==> src/shared/sram_host_pkg.sv <==
package sram_host_pkg;
    // Device map
    localparam logic [16:0] CLOCK_CONTROL_ADDR = 17'h1fff8;
    localparam logic [16:0] TIME_FIRST_ADDR = 17'h1fff9;
    localparam int READ_HALT_BIT = 6;
    localparam int SET_CLOCK_BIT = 7;
    localparam int ADDR_W = 17;

    // Own AXI register offsets
    localparam logic [3:0] REG_CMD = 4'h0;
    localparam logic [3:0] REG_ADDR = 4'h4;
    localparam logic [3:0] REG_WDATA = 4'h8;
    localparam logic [3:0] REG_STATUS = 4'hc;
    localparam int CMD_GO_BIT = 0;
    localparam int CMD_WRITE_BIT = 1;
    localparam int CMD_HALT_BIT = 2;
    localparam int CMD_RELEASE_BIT = 3;

    // Access timing, ns, at the 20 MHz clock
    localparam int CLK_NS = 50;
    localparam int ADDR_ACCESS_NS = 85;
    localparam int WRITE_PULSE_NS = 60;
    localparam int RECOVERY_NS = 15;
    localparam int HIZ_NS = 30;
    localparam logic [3:0] READ_CYC = 4'((ADDR_ACCESS_NS + CLK_NS - 1) / CLK_NS + 1);
    localparam logic [3:0] WRITE_CYC = 4'((WRITE_PULSE_NS + CLK_NS - 1) / CLK_NS);
    localparam logic [3:0] REC_CYC = 4'((RECOVERY_NS + CLK_NS - 1) / CLK_NS);
    localparam logic [3:0] HIZ_CYC = 4'((HIZ_NS + CLK_NS - 1) / CLK_NS);

    typedef enum logic [2:0] {
        PH_IDLE = 3'b000,
        PH_SETUP = 3'b001,
        PH_STROBE = 3'b011,
        PH_RECOVER = 3'b010,
        PH_PWRWAIT = 3'b110
    } phase_t;

    typedef struct packed {
        logic [16:0] byte_addr;
        logic chip_sel_n;
        logic out_en_n;
        logic write_n;
        logic [7:0] dout;
        logic dout_oe_n;
    } pins_t;
endpackage

==> src/verilog/sram_cycle.sv <==
`timescale 1ns/1ps
`default_nettype none
module sram_cycle (
    // Clock and reset
    input wire logic aclk,
    input wire logic aresetn,
    // Request
    input wire logic start,
    input wire logic is_write,
    input wire logic [16:0] addr,
    input wire logic [7:0] wdata,
    input wire logic supply_ok,
    output logic busy,
    output logic done,
    output logic [7:0] rdata,
    // Device pins
    output sram_host_pkg::pins_t pins,
    input wire logic [7:0] byte_lines_in
);
    typedef struct packed {
        sram_host_pkg::phase_t ph;
        logic [3:0] cnt;
        logic wr;
        logic done;
        logic [7:0] rdata;
        sram_host_pkg::pins_t p;
    } cyc_state_t;
    cyc_state_t s;
    cyc_state_t next_s;

    always_comb begin
        next_s = s;
        next_s.done = 1'b0;
        unique case (s.ph)
            sram_host_pkg::PH_IDLE: begin
                if (start && supply_ok) begin
                    // Address set a full cycle before any strobe falls
                    next_s.p.byte_addr = addr;
                    next_s.wr = is_write;
                    next_s.p.dout = wdata;
                    next_s.ph = sram_host_pkg::PH_SETUP;
                end
            end
            sram_host_pkg::PH_SETUP: begin
                next_s.p.chip_sel_n = 1'b0;
                // [RL9] output enable held high on writes
                next_s.p.out_en_n = s.wr;
                next_s.p.write_n = ~s.wr;
                next_s.p.dout_oe_n = ~s.wr;
                next_s.cnt = s.wr ? sram_host_pkg::WRITE_CYC : sram_host_pkg::READ_CYC;
                next_s.ph = sram_host_pkg::PH_STROBE;
            end
            sram_host_pkg::PH_STROBE: begin
                if (s.cnt > 4'h1) begin
                    next_s.cnt = s.cnt - 4'h1;
                end else begin
                    // [RL7] strobes rise together, address held
                    next_s.p.chip_sel_n = 1'b1;
                    next_s.p.out_en_n = 1'b1;
                    next_s.p.write_n = 1'b1;
                    // [RL3] sample after the last access interval
                    if (!s.wr) begin
                        next_s.rdata = byte_lines_in;
                    end
                    next_s.cnt = s.wr ? sram_host_pkg::REC_CYC : sram_host_pkg::HIZ_CYC;
                    next_s.ph = sram_host_pkg::PH_RECOVER;
                end
            end
            sram_host_pkg::PH_RECOVER: begin
                // [RL8] data held past the terminating edge
                if (s.cnt > 4'h1) begin
                    next_s.cnt = s.cnt - 4'h1;
                end else begin
                    next_s.p.dout_oe_n = 1'b1;
                    next_s.done = 1'b1;
                    next_s.ph = sram_host_pkg::PH_IDLE;
                end
            end
            default: begin
                next_s.ph = sram_host_pkg::PH_IDLE;
            end
        endcase
    end

    always_ff @(posedge aclk) begin
        if (!aresetn) begin
            s <= '{ph: sram_host_pkg::PH_IDLE, cnt: 4'h0, wr: 1'b0, done: 1'b0, rdata: 8'h00,
                   p: '{byte_addr: 17'h00000, chip_sel_n: 1'b1, out_en_n: 1'b1, write_n: 1'b1,
                        dout: 8'h00, dout_oe_n: 1'b1}};
        end else begin
            s <= next_s;
        end
    end

    assign busy = (s.ph != sram_host_pkg::PH_IDLE);
    assign done = s.done;
    assign rdata = s.rdata;
    assign pins = s.p;

    a_write_no_oe: assert property (@(posedge aclk) disable iff (!aresetn)
        !s.p.write_n |-> s.p.out_en_n) else $error("output enable low during write"); // [RL9]
    a_read_width: assert property (@(posedge aclk) disable iff (!aresetn)
        $fell(s.p.out_en_n) |-> !s.p.out_en_n [*3]) else $error("read strobe too short"); // [RL3]
    a_addr_stable: assert property (@(posedge aclk) disable iff (!aresetn)
        !s.p.chip_sel_n |=> $stable(s.p.byte_addr)) else $error("address moved in cycle"); // [RL7]
    a_data_hold: assert property (@(posedge aclk) disable iff (!aresetn)
        $rose(s.p.write_n) |-> !s.p.dout_oe_n) else $error("write data dropped early"); // [RL8]
    c_write: cover property (@(posedge aclk) $rose(s.p.write_n));
    c_read: cover property (@(posedge aclk) $rose(s.p.out_en_n));
    c_done: cover property (@(posedge aclk) s.done);
endmodule
`default_nettype wire

==> src/verilog/sram_rtc_host.sv <==
`timescale 1ns/1ps
`default_nettype none
// Summary of operation
// [RL1] Device reads with write high, select low
// [RL2] Seventeen address bits pick one byte
// [RL3] Data valid after slowest access interval
// [RL4] Early enabled outputs show garbage first
// [RL5] Address change makes outputs indeterminate
// [RL6] Write spans both strobes low
// [RL7] Host holds address, honours recovery
// [RL8] Write data held around terminating edge
// [RL9] Host keeps output enable high writing
// [RL10] Falling write strobe turns outputs off
// [RL11] Simultaneous strobes keep outputs floating
// [RL12] Supply loss deselects and protects
// [RL13] Power fail spoils only written byte
// [RL14] Protection lingers through recovery after powerup
// [RL15] Eight registers sit atop memory
// [RL16] Visible copies refresh together
// [RL17] Time registers are BCD
// [RL18] Host halts updates before reading time
// [RL19] Read-halt bit freezes visible time
// [RL20] Halt keeps time, counters run
// [RL21] Refresh resumes one second after clear
// [RL22] Visible time refreshes every second
// [RL23] Power-up clears halt bits
// [RL24] Supply-good input models voltage sensing
// [RL25] Register bytes use ordinary strobes
module sram_rtc_host (
    // Clock and reset
    input wire logic aclk,
    input wire logic aresetn,
    // AXI4-Lite slave
    input wire logic [3:0] s_awaddr,
    input wire logic s_awvalid,
    output logic s_awready,
    input wire logic [31:0] s_wdata,
    input wire logic [3:0] s_wstrb,
    input wire logic s_wvalid,
    output logic s_wready,
    output logic [1:0] s_bresp,
    output logic s_bvalid,
    input wire logic s_bready,
    input wire logic [3:0] s_araddr,
    input wire logic s_arvalid,
    output logic s_arready,
    output logic [31:0] s_rdata,
    output logic [1:0] s_rresp,
    output logic s_rvalid,
    input wire logic s_rready,
    // Supply status
    input wire logic supply_good,
    // Device pins
    output logic [16:0] byte_addr,
    output logic chip_sel_n,
    output logic out_en_n,
    output logic write_n,
    output logic [7:0] byte_lines_out,
    output logic byte_lines_oe_n,
    input wire logic [7:0] byte_lines_in
);
    typedef struct packed {
        logic [16:0] addr;
        logic [7:0] wdata;
        logic go;
        logic wr;
        logic [1:0] seq;
        logic err;
        logic bvalid;
        logic rvalid;
        logic [31:0] rdata;
    } host_state_t;
    host_state_t s;
    host_state_t next_s;

    logic busy;
    logic done;
    logic [7:0] rdata;
    logic start;
    logic start_wr;
    logic [16:0] start_addr;
    logic [7:0] start_wdata;
    logic wr_fire;
    logic rd_fire;
    sram_host_pkg::pins_t pins;

    // Halt sequence: seq 1 sets read-halt, seq 2 clears it
    always_comb begin
        start = 1'b0;
        start_wr = s.wr;
        start_addr = s.addr;
        start_wdata = s.wdata;
        if (s.seq != 2'b00) begin
            start = 1'b1;
            start_wr = 1'b1;
            // [RL19] read-halt bit in the control byte
            start_addr = sram_host_pkg::CLOCK_CONTROL_ADDR;
            start_wdata = 8'h00;
            start_wdata[sram_host_pkg::READ_HALT_BIT] = (s.seq == 2'b01);
        end else if (s.go) begin
            start = 1'b1;
        end
    end

    assign wr_fire = s_awvalid && s_wvalid && !s.bvalid;
    assign rd_fire = s_arvalid && !s.rvalid;
    assign s_awready = wr_fire;
    assign s_wready = wr_fire;
    assign s_arready = rd_fire;

    always_comb begin
        next_s = s;
        if (start && !busy) begin
            next_s.go = 1'b0;
            next_s.seq = 2'b00;
        end
        // [RL12] refused while supply bad
        if (start && !supply_good) begin
            next_s.err = 1'b1;
            next_s.go = 1'b0;
            next_s.seq = 2'b00;
        end
        if (wr_fire) begin
            next_s.bvalid = 1'b1;
            unique case (s_awaddr)
                sram_host_pkg::REG_ADDR: begin
                    next_s.addr = s_wdata[16:0];
                end
                sram_host_pkg::REG_WDATA: begin
                    if (s_wstrb[0]) begin
                        next_s.wdata = s_wdata[7:0];
                    end
                end
                sram_host_pkg::REG_CMD: begin
                    if (s_wstrb[0] && !busy && !s.go && s.seq == 2'b00) begin
                        // [RL18] halt before reading time
                        if (s_wdata[sram_host_pkg::CMD_HALT_BIT]) begin
                            next_s.seq = 2'b01;
                        end else if (s_wdata[sram_host_pkg::CMD_RELEASE_BIT]) begin
                            next_s.seq = 2'b10;
                        end else if (s_wdata[sram_host_pkg::CMD_GO_BIT]) begin
                            next_s.go = 1'b1;
                            next_s.wr = s_wdata[sram_host_pkg::CMD_WRITE_BIT];
                        end
                        next_s.err = 1'b0;
                    end
                end
                default: begin
                end
            endcase
        end
        if (s.bvalid && s_bready) begin
            next_s.bvalid = 1'b0;
        end
        if (rd_fire) begin
            next_s.rvalid = 1'b1;
            unique case (s_araddr)
                sram_host_pkg::REG_ADDR: next_s.rdata = {15'h0000, s.addr};
                sram_host_pkg::REG_WDATA: next_s.rdata = {24'h000000, s.wdata};
                sram_host_pkg::REG_STATUS: next_s.rdata = {20'h00000, supply_good, s.err,
                                                           busy | s.go | (s.seq != 2'b00), 1'b0, rdata};
                default: next_s.rdata = 32'h00000000;
            endcase
        end else if (s.rvalid && s_rready) begin
            next_s.rvalid = 1'b0;
        end
    end

    always_ff @(posedge aclk) begin
        if (!aresetn) begin
            s <= '{addr: 17'h00000, wdata: 8'h00, go: 1'b0, wr: 1'b0, seq: 2'b00,
                   err: 1'b0, bvalid: 1'b0, rvalid: 1'b0, rdata: 32'h00000000};
        end else begin
            s <= next_s;
        end
    end

    // [RL25] register bytes use the same cycle engine
    sram_cycle cyc (
        .aclk(aclk),
        .aresetn(aresetn),
        .start(start && supply_good),
        .is_write(start_wr),
        .addr(start_addr),
        .wdata(start_wdata),
        .supply_ok(supply_good),
        .busy(busy),
        .done(done),
        .rdata(rdata),
        .pins(pins),
        .byte_lines_in(byte_lines_in)
    );

    assign byte_addr = pins.byte_addr;
    assign chip_sel_n = pins.chip_sel_n;
    assign out_en_n = pins.out_en_n;
    assign write_n = pins.write_n;
    assign byte_lines_out = pins.dout;
    assign byte_lines_oe_n = pins.dout_oe_n;
    assign s_bresp = 2'b00;
    assign s_bvalid = s.bvalid;
    assign s_rresp = 2'b00;
    assign s_rvalid = s.rvalid;
    assign s_rdata = s.rdata;

    a_bus_idle_out: assert property (@(posedge aclk) disable iff (!aresetn)
        byte_lines_oe_n == 1'b0 |-> out_en_n) else $error("both sides drive lines"); // [RL9]
    a_rvalid_hold: assert property (@(posedge aclk) disable iff (!aresetn)
        s_rvalid && !s_rready |=> s_rvalid && $stable(s_rdata)) else $error("read answer dropped");
    a_bvalid_hold: assert property (@(posedge aclk) disable iff (!aresetn)
        s_bvalid && !s_bready |=> s_bvalid) else $error("write answer dropped");
    a_nogo_bad_supply: assert property (@(posedge aclk) disable iff (!aresetn)
        !supply_good && !busy |=> chip_sel_n) else $error("access with supply bad"); // [RL12]
    c_halt: cover property (@(posedge aclk) s.seq == 2'b01 ##[1:20] done);
    c_rd: cover property (@(posedge aclk) rd_fire);
endmodule
`default_nettype wire

==> config.mk <==
export PLATFORM = sky130hd
export DESIGN_NAME = sram_rtc_host
export DESIGN_NICKNAME = d
export VERILOG_FILES = /design/src/shared/sram_host_pkg.sv /design/src/verilog/sram_cycle.sv /design/src/verilog/sram_rtc_host.sv
export SDC_FILE = /design/constraint.sdc
export NUM_CORES = 1
export LEC_CHECK = 0
export ABC_AREA = 0
export ABC_CLOCK_PERIOD_IN_PS = 2150
export BUFFER_PORTS_ARGS = -buffer_cell sky130_fd_sc_hd__buf_2
export CORE_MARGIN = 10
export CORE_UTILIZATION = 52
export CTS_BUF_LIST = sky130_fd_sc_hd__clkbuf_8
export DETAILED_ROUTE_END_ITERATION = 16
export GPL_TIMING_DRIVEN = 0
export PLACE_DENSITY = 0.8
export SLEW_MARGIN = 10
export SYNTH_ARGS = -nofsm -noshare
export SYNTH_HDL_FRONTEND = slang
export SYNTH_HIERARCHICAL = 1
export SYNTH_SLANG_ARGS = --single-unit
==> constraint.sdc <==
create_clock -name aclk -period 2.15 [get_ports aclk]
set_clock_uncertainty 0.05 [all_clocks]
set_input_delay 0.5375 -clock aclk [delete_from_list [all_inputs] [get_ports aclk]]
set_output_delay 0.5375 -clock aclk [all_outputs]
set_load 0.01 [all_outputs]
After elaboration in Yosys (flattened, before gate mapping):

Index checks and enable logic that the tools add are counted.

* order comparisons: 1
* add/subtract/negate cells: 1
* bitwise operators: 7
* reductions and logical operators: 36
* multiplexer cells: 32
* eq/ne operators: 13

Operator list (number)
* case mux 17 bit (3 select lines): 1
* 2-to-1 mux 17 bit: 1
* 2-to-1 mux 3 bit: 5
* equality test 4 bit (second input constant): 3
* logical AND 1 bit: 12
* 2-to-1 mux 2 bit: 6
* case mux 3 bit (4 select lines): 1
* case mux 4 bit (3 select lines): 1
* 2-to-1 mux 5 bit: 2
* AND reduction 2 bit: 5
* 2-to-1 mux 1 bit: 9
* AND reduction 3 bit: 3
* equality test 4 x 3 -> 1 bit (second input constant): 2
* 2-to-1 mux 4 bit: 2
* 2-to-1 mux 8 bit: 1
* nonzero test 2 bit: 4
* equality test 3 x 2 -> 1 bit (second input constant): 2
* 2-to-1 mux 6 bit: 1
* case mux 3 bit (2 select lines): 1
* AND reduction 6 bit: 1
* nonzero test 3 bit: 2
* logical NOT 1 bit: 5
* NOT 1 bit: 5
* greater-than comparator 4 x 1 -> 1 bit (second input constant): 1
* other kinds (11): 14

* input port bits: 60
* register bits after elaboration: 109

Logic depth before layout (Yosys ltp):

* depth in word-level cells: 11
* mapped depth: 8

By module:

The synthesis kept the hierarchy.

By module, submodules not included
* sram_rtc_host: instances 1, area an instance 2606.2 µm², cells an instance 300
* sram_cycle: instances 1, area an instance 2064.5 µm², cells an instance 254

Worst setup path before layout:

Ideal clock, no wire load.

* kind: register -> register
* from: register s[36] in the netlist's numbering
* to: register cyc.s, in the netlist cyc/pins[23]
* arrival time: 1.713 ns
* period minus slack after synthesis: 1.833 ns
* path slack: 0.317 ns
* stages on the path, launching flop included: 9
* cells stage by stage: dfxtp_1 -> clkbuf_1 -> or3_1 -> and2_1 -> nand4bb_1 -> buf_2 -> clkbuf_1 -> nand2_1 -> a21oi_1

* word-level cells in the longest chain between the ends: 5
* elaborated cells on any way between the ends: 6

Ends and longest elaborated chain
* start: declaration: RTL line sram_rtc_host.sv:73 `host_state_t s;`
* start signal: assignment: RTL line sram_rtc_host.sv:171 `s <= '{addr: 17'h00000, wdata: 8'h00, go: 1'b0, wr: 1'b0, seq: 2'b00,`
* start signal: assignment: RTL line sram_rtc_host.sv:174 `s <= next_s;`
* nonzero test 2 bit *: RTL line sram_rtc_host.sv:93 `if (s.seq != 2'b00) begin`
* 2-to-1 mux 1 bit: RTL line sram_rtc_host.sv:93
* logical AND 1 bit: RTL line sram_rtc_host.sv:182 `.start(start && supply_good),`
* logical AND 1 bit: RTL line sram_cycle.sv:36 `if (start && supply_ok) begin`
* AND reduction 2 bit (no source line)
* end signal: assignment: RTL line sram_cycle.sv:87 `s <= '{ph: sram_host_pkg::PH_IDLE, cnt: 4'h0, wr: 1'b0, done: 1'b0, rdata: 8'h00,`
* end signal: assignment: RTL line sram_cycle.sv:91 `s <= next_s;`
* end: declaration: RTL line sram_cycle.sv:28 `cyc_state_t s;`

Every way passes the cells marked *; elsewhere a longest branch is shown, timed or not.
A chain may end at the register's enable or synchronous reset.

Worst setup path in the final report:

* from: register s[36] in the netlist's numbering
* to: register cyc.s, in the netlist cyc/pins[13]

The elaborated chain is that of the path after synthesis.

==> reports/results.tsv <==
stage	metric	value	unit
outcome	run_status	finished, final reports clean	
finish	final_layout_size_suffix_gt1_share	31.31	%
global_route	grt_max_degree	15	
timing	layout_min_cycle_time	2029	ps
finish	num-fill-cells	737	
cts	cell_at_the_root_of_the_clock_tree	clkbuf_8	
timing	grt_setup_unrepaired	no	
global_route	grt_overflow	0	
critical_path	worstPathRequired	2390	ps
timing	final-max-slew-violation-count	0	
timing	max_slew_margin	51.17	%
global_route	grtUsageTotal	17.19	%
placed_design	buffer_ports.inserted	92	
power	part_of_the_power_in_the_clock_network	38.5	%
placed_design	gp_congestion	0.8619	
global_route	first_global_vias	3940	
power	seq_power_share	53.0	%
power	powerDensity	591.4	mW/mm^2
detailed_routing	first_drt_iteration_drcs	309	
detailed_routing	route.detailed.wl_per_inst	14.89	um
cts	worst_setup_hold_path_clk_slew	90	ps
finish	insertedDiodeCount	0	
finish	layout.nets	735	
timing	fin_setup_tns	0	ps
synth	synth_warn	6	
power	vdd_drop_max	0.3640	mV
min_path	hold_path.class	input pin to flop	
job	max_cap_viol_count	0	
timing	period_share	94.36	%
cts	cts_buffers	9	
cts	numClockSinks	93	
floorplan	core_area	0.008721	sq mm
critical_path	cp-end-kind	flop	
detailed_routing	num_vias	4158	
timing	fmax	0.4929	GHz
timing	hold_viol	0	
power	leakage	2.431	nW
detailed_routing	drtAntennaViolNets	0	
finish	area.sequential	0.001862	sq mm
power	power_report.internal_total	2.519	mW
cts	worst_case_clock_buffer_depth	2	
critical_path	crit_path_start_kind	flop	
timing	setup-violations-final	0	
power	p_sw_share	23.31	%
cts	tritoncts	done	
detailed_routing	routed_wire_length	11690	um
global_route	antenna_found_initial	0	
power	total_switching_power	0.7654	mW
finish	area_growth_syn_to_layout	19.49	%
synth	syn_inst	552	
cts	cts_htree_levels	3	
floorplan	floorplan.initialDensity	53.29	%
placed_design	dp.cells	770	
power	combPwrFrac	8.5	%
timing	tightestPinTransition	727.0	ps
critical_path	critical_path_peak_fanout	10	
floorplan	rows	34	
floorplan	floorplan.die_area	0.01312	sq mm
detailed_routing	dr.pass1.iters	5	
synth	avgSynthCellArea	8.418	sq um
floorplan	ioPinCount	130	
global_route	grt_first_pass_wirelength	18800	um
floorplan	die_w	114.5	um
floorplan	chipHeight	114.5	um
finish	multiInputGateArea	0.002107	sq mm
detailed_routing	remaining_drc_errors	0	
finish	finalNonFillerCells	785	
critical_path	worst-endpoint-arrival	2270	ps
critical_path	timing.setup.critical_path_class	flop to flop	
synth	post_synth_instance_area	0.004647	sq mm
power	total_power_of_the_final_layout	3.284	mW
placed_design	hpwlAfterDp	9143	um
cts	clock_latency_reported_for_the_late_side_of_the_worst_skew_pair	360	ps
critical_path	regToRegSetupSlack	120	ps
detailed_routing	post_drt_via_cell_ratio	5.297	
==> area by class of cell <==
class                   instances  share of cell area, %
well taps                     108                  2.434
repair buffers                 92                  8.292
clock inverters                 5                  1.374
multi-input cells             363                  37.94
clock buffers                  10                  2.479
plain buffers                 106                  13.34
flip-flops and latches         93                  33.53
inverters                       8                 0.6084
==> stage by stage <==
step           hold slack, ps  cell area, sq um  util (%)  setup slack, ps
5_1_grt                 379.7              5553     63.67            26.65
3_5_place_dp            398.1              5310     60.89           -76.54
2_1_floorplan           382.3              4715         -            316.6
4_1_cts                 365.3              5527     63.37            11.29
3_3_place_gp            393.9              5310     60.89            24.21
6_report                367.9              5553     63.67            121.4
==> worst max-delay path, cell delays in order (launching register included) <==
cell	delay, ps
dfxtp_1	340
clkbuf_2	180
or3_4	430
and2_1	200
nand4bb_1	130
clkbuf_4	200
clkbuf_4	200
nand2_1	70
a21oi_1	160
==> per-layer routing <==
layer	routed length, um	track usage [%]
met3	879	3.774
met4	282	7.185
met1	4808	21.04
met2	5718	28.39
met5	0	0
==> state kept, by name, indices dropped and copies added (netlist names) <==
name       flops
s             30
s_bvalid       1
s_rvalid       1
cyc/rdata      8
cyc/s          7
s_rdata       17
cyc/pins      29
==> final timing paths <==
path / end / cells past startpoint / startpoint
setup / recovery: cyc/pins[13] / 8 / s[36]
hold reg to reg: cyc/rdata[5] / 2 / cyc/rdata[5]
setup reg to reg: cyc/pins[13] / 8 / s[36]
hold / removal: cyc/rdata[2] / 3 / byte_lines_in[2]
==> power by group through the flow <==
stage	sequential, mW	combinational, mW	clock, mW
after CTS	1.74	0.274	1.27
after global routing	1.74	0.309	1.34
after global placement	1.78	0.265	0
after detailed placement	1.78	0.273	0
after floorplan	1.78	0.179	0
final	1.74	0.280	1.26
==> repair_timing <==
| action | CTS | global route |
|---|---|---|
| endpoints found under the setup margin | 20 | 28 |
| hold buffers | 0 | 0 |
| pin swaps | 0 | 0 |
| gates resized for setup | 2 | 15 |
| buffers inserted | 0 | 0 |
==> layout by cell type, fill, tap and decap left out, types with 14 or more instances in the layout <==
cell / instances
dfxtp_1: 93
clkbuf_1: 14
conb_1: 19
nand3_1: 14
buf_4: 76
or3_1: 16
a21oi_1: 41
mux2i_1: 34
buf_2: 97
nand2_1: 140
Note: power is estimated with default switching activity, not from simulation.
